**src/guard_params.svh**
```systemverilog
`ifndef GUARD_PARAMS_SVH
`define GUARD_PARAMS_SVH

// ----------------------------------------
// Register offsets
// ----------------------------------------
`define OFS_CTRL      8'h00
`define OFS_CODE      8'h04
`define OFS_STATUS    8'h08
`define OFS_IRQ_EN    8'h0C
`define OFS_IRQ_CLR   8'h10
`define OFS_STATE     8'h14
`define OFS_COUNT     8'h18

// ----------------------------------------
// Fields and reset values
// ----------------------------------------
`define CTRL_EN_BIT   3
`define CTRL_ACT_BIT  2
`define CTRL_DT_MSB   1
`define CTRL_DT_LSB   0
`define CTRL_RESET    4'hC
`define EVT_OVF_BIT   0
`define EVT_RST_BIT   1

// ----------------------------------------
// Codes for the code register
// ----------------------------------------
`define CODE_CLEAR    8'h4E
`define CODE_DISABLE  8'hB1

// ----------------------------------------
// Timing
// ----------------------------------------
`define HCLK_NS       5
`define HF_CLOCK_NS   125
`define RSTOUT_HF_CLKS 16
`define RSTOUT_CYC    ((`RSTOUT_HF_CLKS * `HF_CLOCK_NS + `HCLK_NS - 1) / `HCLK_NS)

`endif

```
**src/guard_pkg.sv**
```systemverilog
package guard_pkg;

   typedef enum logic [1:0] {
      ST_RUN    = 2'b00,
      ST_OFF    = 2'b01,
      ST_RSTOUT = 2'b10
   } guard_state_t;

   typedef struct packed {
      logic       en;
      logic       act;
      logic [1:0] dtime;
   } ctrl_t;

   typedef struct packed {
      logic stop;
      logic warmup;
      logic idle;
      logic slow;
   } power_t;

   typedef struct packed {
      logic rst_out;
      logic ovf;
   } evt_t;

endpackage

```
**src/malfunction_guard_timer.sv**
```systemverilog
// Contract
// RL1: action defaults reset, changeable once per reset
// RL2: usable as fixed-interval interrupt timer
// RL3: output fires on counter overflow unless cleared
// RL4: select 1 pulls reset pin low
// RL5: select 0 raises guard interrupt
// RL6: counter holds during stop, warm-up, idle
// RL7: enable bit set by reset; 1 enables
// RL8: disable: clear enable, then disable code
// RL9: code before clearing enable never disables
// RL10: disabling clears the counter
// RL11: clear code zeroes the counter
// RL12: two-bit field picks four quartered periods
// RL13: software clears counter within detection time
// RL14: guard interrupt ignores interrupt enables
// RL15: pending while prior interrupt in service
// RL16: reset pin low 8 to 24 fast clocks
// RL17: reset in slow mode starts oscillator
// RL18: other codes change nothing
// RL19: lock flag set by first control write
//
// Our own choices: the AHB-Lite interface to the registers and the register offsets.
`timescale 1ns/1ps
`include "guard_params.svh"

module malfunction_guard_timer #(
   parameter int CNT_W = 22
) (
   // Clock and reset
   input  wire logic              hclk,
   input  wire logic              hresetn,
   // AHB-Lite slave
   input  wire logic              hsel,
   input  wire logic [31:0]       haddr,
   input  wire logic [1:0]        htrans,
   input  wire logic              hwrite,
   input  wire logic [2:0]        hsize,
   input  wire logic [31:0]       hwdata,
   input  wire logic              hready,
   output logic      [31:0]       hrdata,
   output logic                   hreadyout,
   output logic                   hresp,
   // Count source and power modes
   input  wire logic              prescale_tick,
   input  wire guard_pkg::power_t power_mode,
   // Pseudo non-maskable interrupt
   input  wire logic              nmi_accept,
   input  wire logic              nmi_in_service,
   output logic                   guard_overflow_irq,
   // Maskable event interrupt
   output logic                   irq,
   // Open-drain reset pin
   input  wire logic              reset_pin_in,
   output logic                   reset_pin_out,
   output logic                   reset_pin_oe_n,
   // Oscillator request
   output logic                   hf_osc_on
);

   localparam int RST_CYC = `RSTOUT_CYC;
   localparam logic [8:0] RST_LAST = 9'(RST_CYC - 1);

   if (CNT_W < 7 || CNT_W > 32) begin : g_bad_width
      $error("CNT_W must lie in 7..32");
   end
   if (RST_CYC < 1 || RST_CYC > 512) begin : g_bad_rst
      $error("reset pulse count out of range");
   end

   // ----------------------------------------
   // Bus slave
   // ----------------------------------------
   logic       wr_pend;
   logic       next_wr_pend;
   logic [7:0] wr_addr;
   logic [7:0] next_wr_addr;
   logic       rd_wait;
   logic       next_rd_wait;
   logic [7:0] rd_addr;
   logic [7:0] next_rd_addr;
   logic       acc;

   assign acc = hsel & hready & htrans[1];

   always_comb begin
      next_wr_pend = acc & hwrite;
      next_rd_wait = acc & ~hwrite;
      next_wr_addr = acc ? haddr[7:0] : wr_addr;
      next_rd_addr = acc ? haddr[7:0] : rd_addr;
   end

   always_ff @(posedge hclk or negedge hresetn) begin
      if (!hresetn) begin
         wr_pend <= 1'b0;
         rd_wait <= 1'b0;
         wr_addr <= 8'h00;
         rd_addr <= 8'h00;
      end else begin
         wr_pend <= next_wr_pend;
         rd_wait <= next_rd_wait;
         wr_addr <= next_wr_addr;
         rd_addr <= next_rd_addr;
      end
   end

   // One wait state on reads so a write just before is visible
   assign hreadyout = ~rd_wait;
   assign hresp     = 1'b0;

   logic wr_ctrl;
   logic wr_code;
   logic wr_irq_en;
   logic wr_irq_clr;
   assign wr_ctrl    = wr_pend && (wr_addr == `OFS_CTRL);
   assign wr_code    = wr_pend && (wr_addr == `OFS_CODE);
   assign wr_irq_en  = wr_pend && (wr_addr == `OFS_IRQ_EN);
   assign wr_irq_clr = wr_pend && (wr_addr == `OFS_IRQ_CLR);

   // ----------------------------------------
   // Guard core
   // ----------------------------------------
   guard_pkg::guard_state_t state;
   guard_pkg::guard_state_t next_state;
   guard_pkg::ctrl_t        ctrl;
   guard_pkg::ctrl_t        next_ctrl;
   logic                    lock;
   logic                    next_lock;
   logic [CNT_W-1:0]        cnt;
   logic [CNT_W-1:0]        next_cnt;
   logic [CNT_W-1:0]        mask;
   logic [8:0]              rst_cnt;
   logic [8:0]              next_rst_cnt;
   logic                    osc_on;
   logic                    next_osc_on;
   logic                    paused;
   logic                    run_tick;
   logic                    ovf;
   logic                    rst_fire;
   logic                    bus_ok;
   logic                    clr_cmd;
   logic                    dis_cmd;

   // RL6: pause in low power
   assign paused   = power_mode.stop | power_mode.warmup | power_mode.idle;
   assign run_tick = prescale_tick & ~paused;
   // RL12: quartered periods
   assign mask     = {CNT_W{1'b1}} >> {ctrl.dtime, 1'b0};
   // RL3: overflow detect
   assign ovf      = (state == guard_pkg::ST_RUN) && run_tick && (&(cnt | ~mask));
   // RL4: reset action
   assign rst_fire = ovf && ctrl.act;
   assign bus_ok   = (state != guard_pkg::ST_RSTOUT) && !rst_fire;
   // RL11 RL18: decoded codes only
   assign clr_cmd  = wr_code && (hwdata[7:0] == `CODE_CLEAR);
   // RL8 RL9: two-step disable
   assign dis_cmd  = wr_code && (hwdata[7:0] == `CODE_DISABLE) && !ctrl.en;

   always_comb begin
      next_state   = state;
      next_ctrl    = ctrl;
      next_lock    = lock;
      next_cnt     = cnt;
      next_rst_cnt = 9'h000;
      next_osc_on  = 1'b0;
      unique case (state)
         guard_pkg::ST_RUN: begin
            if (run_tick) begin
               next_cnt = CNT_W'(cnt + 1'b1);
            end
            if (rst_fire) begin
               next_state  = guard_pkg::ST_RSTOUT;
               next_cnt    = '0;
               // RL17: oscillator start
               next_osc_on = power_mode.slow;
            end
         end
         guard_pkg::ST_OFF: begin
            next_cnt = '0;
         end
         guard_pkg::ST_RSTOUT: begin
            next_rst_cnt = 9'(rst_cnt + 1'b1);
            next_osc_on  = osc_on;
            // RL16: pulse length
            if (rst_cnt == RST_LAST) begin
               next_state   = guard_pkg::ST_RUN;
               next_ctrl    = `CTRL_RESET;
               next_lock    = 1'b0;
               next_rst_cnt = 9'h000;
               next_osc_on  = 1'b0;
            end
         end
         default: begin
            next_state = guard_pkg::ST_RUN;
         end
      endcase
      if (bus_ok) begin
         if (wr_ctrl) begin
            next_ctrl.en    = hwdata[`CTRL_EN_BIT];
            next_ctrl.dtime = hwdata[`CTRL_DT_MSB:`CTRL_DT_LSB];
            // RL1: select once
            if (!lock) begin
               next_ctrl.act = hwdata[`CTRL_ACT_BIT];
            end
            // RL19: lock on write
            next_lock = 1'b1;
            // RL7: write enables
            if (hwdata[`CTRL_EN_BIT]) begin
               next_state = guard_pkg::ST_RUN;
            end
         end
         // RL11: counter restart
         if (clr_cmd) begin
            next_cnt = '0;
         end
         // RL10: clear on disable
         if (dis_cmd) begin
            next_state = guard_pkg::ST_OFF;
            next_cnt   = '0;
         end
      end
   end

   // RL7: enabled from reset
   always_ff @(posedge hclk or negedge hresetn) begin
      if (!hresetn) begin
         state   <= guard_pkg::ST_RUN;
         ctrl    <= `CTRL_RESET;
         lock    <= 1'b0;
         cnt     <= '0;
         rst_cnt <= 9'h000;
         osc_on  <= 1'b0;
      end else begin
         state   <= next_state;
         ctrl    <= next_ctrl;
         lock    <= next_lock;
         cnt     <= next_cnt;
         rst_cnt <= next_rst_cnt;
         osc_on  <= next_osc_on;
      end
   end

   assign reset_pin_out  = 1'b0;
   assign reset_pin_oe_n = (state != guard_pkg::ST_RSTOUT);
   assign hf_osc_on      = osc_on;

   // ----------------------------------------
   // Interrupts
   // ----------------------------------------
   guard_pkg::evt_t sts;
   guard_pkg::evt_t next_sts;
   guard_pkg::evt_t irq_en;
   guard_pkg::evt_t next_irq_en;
   guard_pkg::evt_t evt;
   logic            nmi_pend;
   logic            next_nmi_pend;
   logic            next_irq;

   always_comb begin
      evt.ovf     = ovf;
      evt.rst_out = rst_fire;
      next_irq_en = irq_en;
      if (wr_irq_en) begin
         next_irq_en = hwdata[1:0];
      end
      // RL2: interval events
      next_sts = sts & ~(wr_irq_clr ? guard_pkg::evt_t'(hwdata[1:0]) : 2'b00);
      next_sts = next_sts | evt;
      next_irq = |(next_sts & next_irq_en);
      // RL5: interrupt action
      next_nmi_pend = (nmi_pend & ~nmi_accept) | (ovf & ~ctrl.act);
   end

   always_ff @(posedge hclk or negedge hresetn) begin
      if (!hresetn) begin
         sts      <= 2'b00;
         irq_en   <= 2'b00;
         irq      <= 1'b0;
         nmi_pend <= 1'b0;
      end else begin
         sts      <= next_sts;
         irq_en   <= next_irq_en;
         irq      <= next_irq;
         nmi_pend <= next_nmi_pend;
      end
   end

   // RL14: unmasked request
   // RL15: wait for return
   assign guard_overflow_irq = nmi_pend & ~nmi_in_service;

   // ----------------------------------------
   // Read data
   // ----------------------------------------
   logic [31:0] next_hrdata;

   always_comb begin
      next_hrdata = hrdata;
      if (rd_wait) begin
         unique case (rd_addr)
            `OFS_CTRL:   next_hrdata = {28'h0000000, ctrl};
            `OFS_STATUS: next_hrdata = {30'h0, sts};
            `OFS_IRQ_EN: next_hrdata = {30'h0, irq_en};
            `OFS_STATE:  next_hrdata = {28'h0000000, nmi_pend, reset_pin_in, lock,
                                        state == guard_pkg::ST_RUN};
            `OFS_COUNT:  next_hrdata = 32'(cnt);
            default:     next_hrdata = 32'h00000000;
         endcase
      end
   end

   always_ff @(posedge hclk or negedge hresetn) begin
      if (!hresetn) begin
         hrdata <= 32'h00000000;
      end else begin
         hrdata <= next_hrdata;
      end
   end
endmodule

```
**config.mk**
```make
export PLATFORM = sky130hd
export DESIGN_NAME = malfunction_guard_timer
export DESIGN_NICKNAME = d
export VERILOG_FILES = /design/src/guard_pkg.sv /design/src/malfunction_guard_timer.sv
export VERILOG_INCLUDE_DIRS = /design/src
export SDC_FILE = /design/constraint.sdc
export NUM_CORES = 1
export LEC_CHECK = 0
export BUFFER_PORTS_ARGS = -buffer_cell sky130_fd_sc_hd__buf_2
export CAP_MARGIN = 10
export CORE_ASPECT_RATIO = 0.75
export CORE_MARGIN = 1.5
export CORE_UTILIZATION = 47
export DETAILED_ROUTE_END_ITERATION = 7
export PLACE_DENSITY = 0.77
export SLEW_MARGIN = 20
export SYNTH_ARGS = -nofsm -noshare
export SYNTH_HDL_FRONTEND = slang
export SYNTH_SLANG_ARGS = --single-unit
```
**constraint.sdc**
```tcl
create_clock -name hclk -period 2.26 [get_ports hclk]
set_input_delay 0.339 -clock hclk [delete_from_list [all_inputs] [get_ports hclk]]
set_output_delay 0.339 -clock hclk [all_outputs]
set_load 0.005 [all_outputs]
```
==> impl_metrics.py, run 1 <==
metrics = {
    "synth": {
        "ys_seq_elements": 77,
        "synth-main-ff-cell": "dfrtp_1",
        "synth_top_area_share_pct": 46.7,
        "postSynthAreaPerCell_um2": 9.90,
        "synth_compound_area_share_pct": 15.3,
        "synth_edf_count": 0,
        "async_reset_ff_share_pct": 100,
        "synth_adder_area_share_pct": 0.622,
        "yosys_warnings": 0,
        "syn_area_um2": 4020,
        "synthXorXnorAreaFrac_pct": 1.53,
        "synthSimpleGateAreaFrac_pct": 23.8,
        "post_synth_inst_count": 406,
        "synth.largest_area_cell": "dfrtp_1",
        "synthMuxAreaShare_pct": 4.33,
        "synth_top_family_by_area": "simple AND/OR/NAND/NOR gates",
        "ys_seq_area_share_pct": 48.0,
        "yosys-top-cells-area": "dfrtp_1 (47%), a22o_1 (5.7%), nand4_1 (3.4%)",
        "synth.distinct_cells": 59,
    },
    "clock_network": {
        "numCtsBuffers": 9,
        "htreeDepth": 3,
        "cts_hold_buffers": 0,
        "clockBufferDepth": 2,
        "cts_root_buf": "clkbuf_16",
        "worstSkewPairLatency_ns": 0.34,
        "cts_sinks": 77,
        "cts_tree": "done",
        "clk_pin_slew_ns": 0.06,
    },
    "worst_setup_path": {
        "crit_required_ns": 2.48,
        "setup.worst_path.end_class": "register",
        "start_kind": "register",
        "cp.arrival_ns": 2.42,
        "worstSetupPathType": "register to register",
        "worstPathMaxFanout": 4,
    },
    "finish": {
        "drive_above_1_share_pct": 27.7,
        "final_cells": 592,
        "multiInputGateArea_um2": 1940,
        "antenna_cells": 0,
        "syn_to_final_growth_pct": 23.0,
        "register_area_um2": 1930,
        "final_common_cell": "dfrtp_1",
        "final_cell_mix": "dfrtp_1 (75), buf_2 (55), nand2_1 (35), buf_4 (31), nor2_1 (29)",
        "nets": 566,
        "fillers": 646,
    },
    "grt": {
        "grt_first_pass_wirelength_um": 16900,
        "overflow": 0,
        "track_usage_pct": 23.9,
        "antenna_found_initial": 0,
        "grt_max_degree": 43,
        "grt_pass1_vias": 3480,
    },
    "place": {
        "place_ws_ns": -0.134,
        "port_buffers": 56,
        "finalWeightedCongestion": 0.924,
        "post-dp-hpwl_um": 7200,
        "dp.cells": 575,
    },
    "flow_run": {
        "cap_violations": 0,
    },
    "power": {
        "vdd_ir_drop_max_mv": 0.366,
        "p_seq_share_pct": 45.9,
        "power.share.clock_pct": 47.5,
        "internal-power_mw": 2.50,
        "power.density_nw_per_um2": 657,
        "combPwrFrac_pct": 6.6,
        "total_power_mw": 3.25,
        "swShare_pct": 23.1,
        "p_leak_nw": 2.38,
        "p_sw_mw": 0.752,
    },
    "route": {
        "wl_per_cell_um": 17.3,
        "ant_nets": 0,
        "vias_per_cell": 6.08,
        "drc": 0,
        "drtPass1Iterations": 5,
        "wl_um": 10200,
        "routed-via-count": 3600,
        "drtIter0Drc": 338,
    },
    "status": {
        "violations": "hold timing",
        "status": "complete, but fails checks",
    },
    "sta": {
        "setup_viol": 0,
        "finalCriticalPeriod_ns": 2.20,
        "fin_crit_sh_pct": 97.1,
        "tightest_slew_ns": 0.549,
        "fmax_mhz": 456,
        "whs_ns": -0.0215,
        "worst_clock_skew_ns": 0.00433,
        "max_slew_margin_pct": 62.4,
        "fin_ws_ns": 0.0647,
        "finalHoldViolations": 22,
        "drv_slew": 0,
    },
    "floorplan": {
        "fp.coreArea_um2": 8090,
        "die_y_um": 83.1,
        "dieArea_um2": 9120,
        "pin_count": 121,
        "start_util_pct": 49.7,
        "dieWidth_um": 110,
        "rows": 28,
    },
    "hold_path": {
        "hp-class": "input pin to asynchronous set/reset pin",
    },
}
==> path summary, 6_finish.rpt <==
kind / to / cells after the start / slack [ns] / start
max reg2reg: irq / 6 / 0.06 / rd_addr[7]
max: irq / 6 / 0.06 / rd_addr[7]
min: rd_addr[7] / 1 / -0.02 / hresetn
max in group asynchronous: cnt[10] / 2 / 1.71 / hresetn
min reg2reg: rst_cnt[0] / 1 / 0.47 / rst_cnt[0]
min in group hclk: rd_wait / 2 / 0.16 / hwrite
==> metrics by stage <==
step | setup TNS (ns) | utilization, % | cell area (um^2)
floorplan | -0.203 | - | 4080
global placement | -1.26 | 56.3 | 4560
detailed placement | -1.98 | 56.3 | 4560
CTS | 0 | 60.4 | 4880
global route | -0.0000278 | 61.1 | 4940
finish | 0 | 61.1 | 4940
==> what timing repair did <==
item / 4_1_cts / 5_1_grt
endpoints found under the setup margin: 1 / 23
setup buffers: 0 / 1
pin swaps: 0 / 2
gates resized for setup: 2 / 9
==> cell usage after synthesis (3+ instances only) <==
library cell / number
o21bai_1: 3
nand4_1: 22
nand2_1: 35
or2_2: 3
a22o_1: 26
o21ai_0: 7
buf_4: 12
a31oi_1: 17
clkbuf_1: 16
inv_1: 13
mux2_2: 11
xnor2_1: 6
or4_1: 10
nand3_1: 14
nor2_1: 29
mux2i_1: 5
nor3_1: 9
or3_1: 8
buf_2: 4
and3_1: 10
nor2b_1: 5
buf_6: 3
dfrtp_1: 75
a21oi_1: 8
nor4_1: 7
nand2b_1: 3
==> layout make-up <==
cell class | instances | share of cell area [%]
repair buffers | 90 | 11.7
well taps | 105 | 2.66
clock buffers | 10 | 4.63
multi-input cells | 291 | 39.2
inverters | 13 | 0.987
flip-flops and latches | 77 | 39.0
clock inverters | 6 | 1.77
==> per-layer routing <==
| metal | global-route usage [%] | up-vias | routed length [um] |
|---|---|---|---|
| met4 | 10.2 | 0 | 214 |
| met1 | 34.3 | 1752 | 4700 |
| met5 | 0 | - | 0 |
| met2 | 33.8 | 178 | 4570 |
| met3 | 6.51 | 19 | 750 |
| li1 | - | 1651 | - |
==> power groups by stage <==
stage / registers [mW] / logic (mW) / clock network (mW)
finish: 1.49 / 0.213 / 1.54
global route: 1.50 / 0.239 / 1.63
CTS: 1.48 / 0.209 / 1.56
detailed placement: 1.51 / 0.206 / 0
global placement: 1.50 / 0.198 / 0
floorplan: 1.48 / 0.141 / 0
==> registers in the layout (all words and copies together), names as in the netlist <==
| name | count |
|---|---|
| rst_cnt | 9 |
| rd_wait | 1 |
| ctrl | 4 |
| hf_osc_on | 1 |
| nmi_pend | 1 |
| wr_pend | 1 |
| rd_addr | 8 |
| irq | 1 |
| irq_en | 2 |
| lock | 1 |
| hrdata | 22 |
| state | 2 |
| cnt | 22 |
| sts | 2 |
==> cells by family after synthesis <==
group | Yosys count
AOI/OAI and AO/OA | 82
adders and majority gates | 2
xor gates and xnor gates | 7
other | 1
muxes | 16
and+or+nand+nor | 172
buffers and inverters | 49
DFF | 77
==> critical path: stages, from the launching register on <==
cell and delay [ns]:
dfrtp_1 0.38, or4_1 0.58, buf_4 0.20, nor4_4 0.23, nand2_1 0.14, mux2_2 0.30
a2bb2o_1 0.25
No activity file was read; power rests on OpenSTA's default activity.
==> run 2: changes to the inputs <==
--- a/config.mk
+++ b/config.mk
@@ -10,9 +10,8 @@
 export CAP_MARGIN = 10
 export CORE_ASPECT_RATIO = 0.75
 export CORE_MARGIN = 1.5
-export CORE_UTILIZATION = 47
+export CORE_UTILIZATION = 30
 export DETAILED_ROUTE_END_ITERATION = 7
-export PLACE_DENSITY = 0.77
 export SLEW_MARGIN = 20
 export SYNTH_ARGS = -nofsm -noshare
 export SYNTH_HDL_FRONTEND = slang
==> run 2 against run 1 <==
  * The flow finishes with violations (setup timing)
  * Core utilization down 22 points
  * Flip-flop and latch count did not move
  * Non-clock buffer count rose by 12
  * Clock power up 3%
==> impl_metrics.py, run 2 (synthesis gave the netlist of run 1 again) <==
metrics = {
    "status": {
        "status": "complete, but fails checks",
        "violations": "setup timing",
    },
    "power": {
        "p_seq_share_pct": 44.7,
        "p_leak_nw": 2.44,
        "vdd_ir_drop_max_mv": 0.336,
        "power.density_nw_per_um2": 643,
        "internal-power_mw": 2.56,
        "p_sw_mw": 0.742,
        "swShare_pct": 22.4,
        "power.share.clock_pct": 48.0,
        "combPwrFrac_pct": 7.3,
    },
    "worst_setup_path": {
        "cp.arrival_ns": 2.50,
        "slowest_delay_ns": 0.60,
        "crit_buf_inv": 2,
        "setup.worst_path.end_class": "register",
        "start_kind": "input pin",
        "worstPathMaxFanout": 3,
        "regToRegSetupSlack_ns": 0.08,
        "worstReg2RegEnd": "ctrl[2]",
        "reg2reg_depth": 6,
        "path_cells": "buf_6 > or4b_4 > or4_4 > nor4_4 > buf_4 > nor3_1 > or3_1",
        "critPathSlowestCell": "or4_4",
        "crit_family": "simple AND/OR/NAND/NOR gates",
        "crit_required_ns": 2.48,
        "r2r-start": "rd_addr[7]",
        "worstSetupPathType": "input pin to register",
    },
    "floorplan": {
        "pin_count": 121,
        "fp.coreArea_um2": 13000,
        "dieWidth_um": 137,
        "die_y_um": 103,
        "start_util_pct": 30.9,
        "rows": 36,
        "dieArea_um2": 14100,
    },
    "clock_network": {
        "numCtsBuffers": 9,
        "cts_tree": "done",
        "cts_sinks": 77,
        "cts_root_buf": "clkbuf_16",
        "clk_pin_slew_ns": 0.06,
        "clockBufferDepth": 2,
        "htreeDepth": 3,
        "worstSkewPairLatency_ns": 0.34,
    },
    "finish": {
        "antenna_cells": 0,
        "drive_above_1_share_pct": 29.7,
        "final_cell_mix": "dfrtp_1 (75), buf_2 (54), buf_4 (41), nand2_1 (35), nor2_1 (29)",
        "reg.largest.list": "cnt: 22 flops, hrdata: 22 flops, rst_cnt: 9 flops",
        "final_common_cell": "dfrtp_1",
        "nets": 578,
        "syn_to_final_growth_pct": 27.9,
    },
    "grt": {
        "overflow": 0,
        "track_usage_pct": 16.6,
        "grt_first_pass_wirelength_um": 17800,
        "grt_pass1_vias": 3399,
        "antenna_found_initial": 0,
        "grt_max_degree": 51,
    },
    "sta": {
        "worst_clock_skew_ns": 0.00583,
        "rsz0062_at_grt": "true",
        "tightest_slew_ns": 0.582,
        "whs_ns": 0.159,
        "finalHoldViolations": 0,
        "fin_tns_setup_ns": -0.0310,
        "max_slew_margin_pct": 60.2,
        "fin_crit_sh_pct": 101,
        "drv_slew": 0,
        "fmax_mhz": 438,
        "finalCriticalPeriod_ns": 2.28,
        "fin_ws_ns": -0.0216,
        "setup_viol": 2,
    },
    "route": {
        "ant_nets": 0,
        "vias_per_cell": 5.29,
        "drtIter0Drc": 313,
        "wl_per_cell_um": 15.9,
        "routed-via-count": 3542,
        "drc": 0,
        "drtPass1Iterations": 5,
        "wl_um": 10600,
    },
    "hold_path": {
        "worst_hold_path.endpoint": "rd_wait",
        "hp-class": "input pin to register",
        "hold_start": "hwrite",
        "hold_path_depth": 2,
    },
    "place": {
        "finalWeightedCongestion": 0.862,
        "post-dp-hpwl_um": 7730,
        "port_buffers": 56,
    },
    "flow_run": {
        "cap_violations": 0,
    },
}
==> run 2: changes by cell type in the layout (fill, tap and decap cells not counted), moves of 2 or more <==
cell	change
a31oi_1	-2
buf_4	+10
clkbuf_8	+2
buf_6	+3
clkinv_4	-2
==> run 2: power by group through the flow <==
stage / clock network [mW] / registers (mW) / logic (mW)
global placement: 0 / 1.50 / 0.224
finish: 1.59 / 1.48 / 0.240
CTS: 1.63 / 1.48 / 0.237
detailed placement: 0 / 1.50 / 0.232
global route: 1.69 / 1.48 / 0.268
floorplan: 0 / 1.48 / 0.141
==> run 2: worst max-delay path by stage <==
stage	from	end	slack, ns	depth (start not counted)
detailed placement	hwdata[4]	cnt[8]	-0.23	7
floorplan	power_mode[2]	cnt[19]	-0.03	8
global placement	hwdata[4]	cnt[9]	-0.21	7
finish	power_mode[1]	state[0]	-0.02	7
CTS	rd_addr[7]	ctrl[3]	0.01	5
global route	power_mode[1]	state[0]	-0.04	7
==> run 2: worst register-to-register path, cell delays in order (launching register included) <==
cell	delay, ns
dfrtp_1	0.38
or4_1	0.57
nor3_2	0.15
nand4b_1	0.21
buf_4	0.21
nor4_2	0.23
mux2_2	0.36
==> run 2: layout make-up <==
cell class	instances	area [um^2]
fillers	1253	7880
repair buffers	102	673
flip-flops and latches	77	1930
clock inverters	4	70.1
inverters	13	48.8
clock buffers	12	256
well taps	171	214
multi-input cells	291	1950
==> run 2: repair_timing <==
action / CTS / global route
hold buffers: 1 / 0
setup endpoints to repair: 24 / 21
gates resized for setup: 4 / 12
endpoints found under the hold margin: 25 / 0
pin swaps: 1 / 4
setup buffers: 4 / 1
==> run 2: through the flow <==
stage	area (um^2)	worst slack, ns	utilization (%)	instances	power [mW]
6_report	5140	-0.0216	39.5	670	3.31
5_1_grt	5140	-0.0412	39.5	670	3.45
4_1_cts	5090	0.0125	39.1	670	3.34
3_5_place_dp	4700	-0.231	36.1	649	1.73
3_3_place_gp	4700	-0.207	36.1	649	1.72
2_1_floorplan	4080	-0.0287	-	417	1.62
==> run 2: routing by layer <==
layer / wire length [um] / global-route usage (%)
met1: 5130 / 23.9
met2: 4700 / 24.4
met3: 631 / 3.61
met4: 164 / 6.30
met5: 0 / 0
==> run 3: changes to the inputs <==
--- a/config.mk
+++ b/config.mk
@@ -10,7 +10,7 @@
 export CAP_MARGIN = 10
 export CORE_ASPECT_RATIO = 0.75
 export CORE_MARGIN = 1.5
-export CORE_UTILIZATION = 30
+export CORE_UTILIZATION = 28
 export DETAILED_ROUTE_END_ITERATION = 7
 export SLEW_MARGIN = 20
 export SYNTH_ARGS = -nofsm -noshare
==> run 3 against run 2 <==
  * The flow now finishes without violations
  * Worst hold slack got worse by 0.0044 ns
  * Combinational power down 8.7%
  * Cell area barely moved
  * Power down 1.6%
  * Global-route usage decreased by 1.5 points
  * Worst setup slack gained 0.036 ns
  * Sequential share of layout area barely moved
  * Die area is 7.0% higher
  * Count of clock-buffer cells in the layout down 2
  * First-iteration DRC count is 24% lower
  * Core utilization down 2.5 points
==> impl_metrics.py, run 3 (synthesis gave the netlist of run 1 again) <==
metrics = {
    "status": {
        "status": "complete, no violations",
    },
    "finish": {
        "design_area_um2": 5140,
        "antenna_cells": 0,
        "reg.largest.list": "cnt: 22 flops, hrdata: 22 flops, rst_cnt: 9 flops",
        "nets": 577,
        "drive_above_1_share_pct": 29.1,
        "final_cell_mix": "dfrtp_1 (75), buf_2 (55), buf_4 (38), nand2_1 (35), nor2_1 (29)",
        "fillers": 1411,
        "final_cells": 673,
        "final_common_cell": "dfrtp_1",
        "syn_to_final_growth_pct": 27.8,
        "final_util_pct": 37.0,
    },
    "place": {
        "dp.cells": 652,
        "finalWeightedCongestion": 0.846,
        "port_buffers": 56,
        "post-dp-hpwl_um": 7940,
        "placed_cell_area_um2": 4700,
    },
    "route": {
        "routed-via-count": 3521,
        "drc": 0,
        "vias_per_cell": 5.23,
        "drtIter0Drc": 238,
        "wl_per_cell_um": 16.4,
        "drtPass1Iterations": 4,
        "wl_um": 11100,
        "ant_nets": 0,
    },
    "clock_network": {
        "cts_tree": "done",
        "numCtsBuffers": 9,
        "htreeDepth": 3,
        "worstSkewPairLatency_ns": 0.35,
        "clockBufferDepth": 2,
        "cts_sinks": 77,
        "clk_pin_slew_ns": 0.06,
        "cts_root_buf": "clkbuf_16",
    },
    "grt": {
        "antenna_found_initial": 0,
        "grt_max_degree": 49,
        "overflow": 0,
        "grt_first_pass_wirelength_um": 17600,
        "track_usage_pct": 15.1,
        "grt_pass1_vias": 3323,
    },
    "sta": {
        "drv_slew": 0,
        "finalHoldViolations": 0,
        "max_slew_margin_pct": 61.2,
        "worst_clock_skew_ns": 0.00753,
        "fin_tns_setup_ns": 0,
        "setup_viol": 0,
        "fmax_mhz": 445,
        "fin_crit_sh_pct": 99.4,
        "finalCriticalPeriod_ns": 2.25,
        "tightest_slew_ns": 0.568,
    },
    "power": {
        "p_leak_nw": 2.43,
        "total_power_mw": 3.25,
        "p_sw_mw": 0.752,
        "combPwrFrac_pct": 6.7,
        "power.share.clock_pct": 47.5,
        "p_seq_share_pct": 45.8,
        "internal-power_mw": 2.50,
        "vdd_ir_drop_max_mv": 0.352,
        "swShare_pct": 23.1,
        "power.density_nw_per_um2": 633,
    },
    "floorplan": {
        "start_util_pct": 28.9,
        "dieArea_um2": 15100,
        "pin_count": 121,
        "die_y_um": 107,
        "rows": 37,
        "dieWidth_um": 141,
        "fp.coreArea_um2": 13900,
    },
    "worst_setup_path": {
        "critPathSlowestCell": "or4_4",
        "slowest_delay_ns": 0.59,
        "crit_required_ns": 2.50,
        "crit_buf_inv": 4,
        "start_kind": "input pin",
        "setup.worst_path.end_class": "register",
        "cp.arrival_ns": 2.49,
        "path_cells": "buf_2 > or4b_4 > or4_4 > nor4_4 > buf_6 > nor3_4 > buf_12 > clkbuf_16 > a211oi_1",
        "crit_family": "simple AND/OR/NAND/NOR gates",
        "worstSetupPathType": "input pin to register",
        "worstPathMaxFanout": 6,
    },
    "flow_run": {
        "cap_violations": 0,
    },
    "hold_path": {
        "hp-class": "input pin to register",
    },
}
==> run 3: power groups by stage <==
stage,Combinational [mW],Clock (mW),Sequential [mW]
4_1_cts,0.217,1.57,1.48
3_5_place_dp,0.215,0,1.51
6_report,0.219,1.55,1.49
5_1_grt,0.245,1.63,1.50
2_1_floorplan,0.141,0,1.48
3_3_place_gp,0.208,0,1.51
==> run 3: final cells by class <==
cell class                      count  area (um^2)  area share (%)
Clock buffer                       10          229            4.46
Clock inverter                      6         87.6            1.70
Multi-Input combinational cell    291         1930            37.5
Inverter                           13         48.8           0.950
Timing Repair Buffer              101          698            13.6
Tap cell                          175          219            4.26
Sequential cell                    77         1930            37.6
==> run 3: stage by stage <==
| stage | hold slack, ns | setup WS, ns |
|---|---|---|
| detailed placement | 0.307 | -0.163 |
| floorplan | 0.0434 | -0.0287 |
| global placement | 0.293 | -0.132 |
| finish | 0.155 | 0.0141 |
| CTS | 0.148 | 0.00752 |
| global route | 0.160 | -0.0437 |
==> run 3: per-layer routing <==
metal	vias to the layer above	GRT usage, %	part of all wire, %
li1	1673	-	-
met1	1726	21.4	47
met2	109	22.7	44
met5	-	0	0
met4	0	4.46	1.1
met3	13	3.84	7.4
==> run 3: worst register-to-register path, cell delays in order, from the launching register on <==
cell,delay [ns]
dfrtp_1,0.38
or4_4,0.59
nor3_2,0.12
nand4b_1,0.21
buf_4,0.22
nor3_4,0.19
buf_12,0.15
buf_12,0.13
a21oi_1,0.06
==> run 3: what timing repair did <==
action	in CTS	in global routing
pin swaps	0	3
buffers inserted	0	2
endpoints found under the hold margin	29	0
setup endpoints to repair	3	26
resized for setup	1	9
hold buffers	1	0
cloned	0	2
==> run 3: worst paths after layout <==
kind | startpoint | to | slack [ns] | depth (start not counted)
worst min register to register | rst_cnt[0] | rst_cnt[0] | 0.47 | 1
min in group asynchronous | hresetn | hf_osc_on | 0.47 | 2
max in group asynchronous | hresetn | ctrl[3] | 1.14 | 3
worst max-delay path | power_mode[2] | cnt[0] | 0.01 | 9
worst max register to register | rd_addr[7] | cnt[3] | 0.09 | 8
worst min-delay path | hwrite | rd_wait | 0.15 | 2
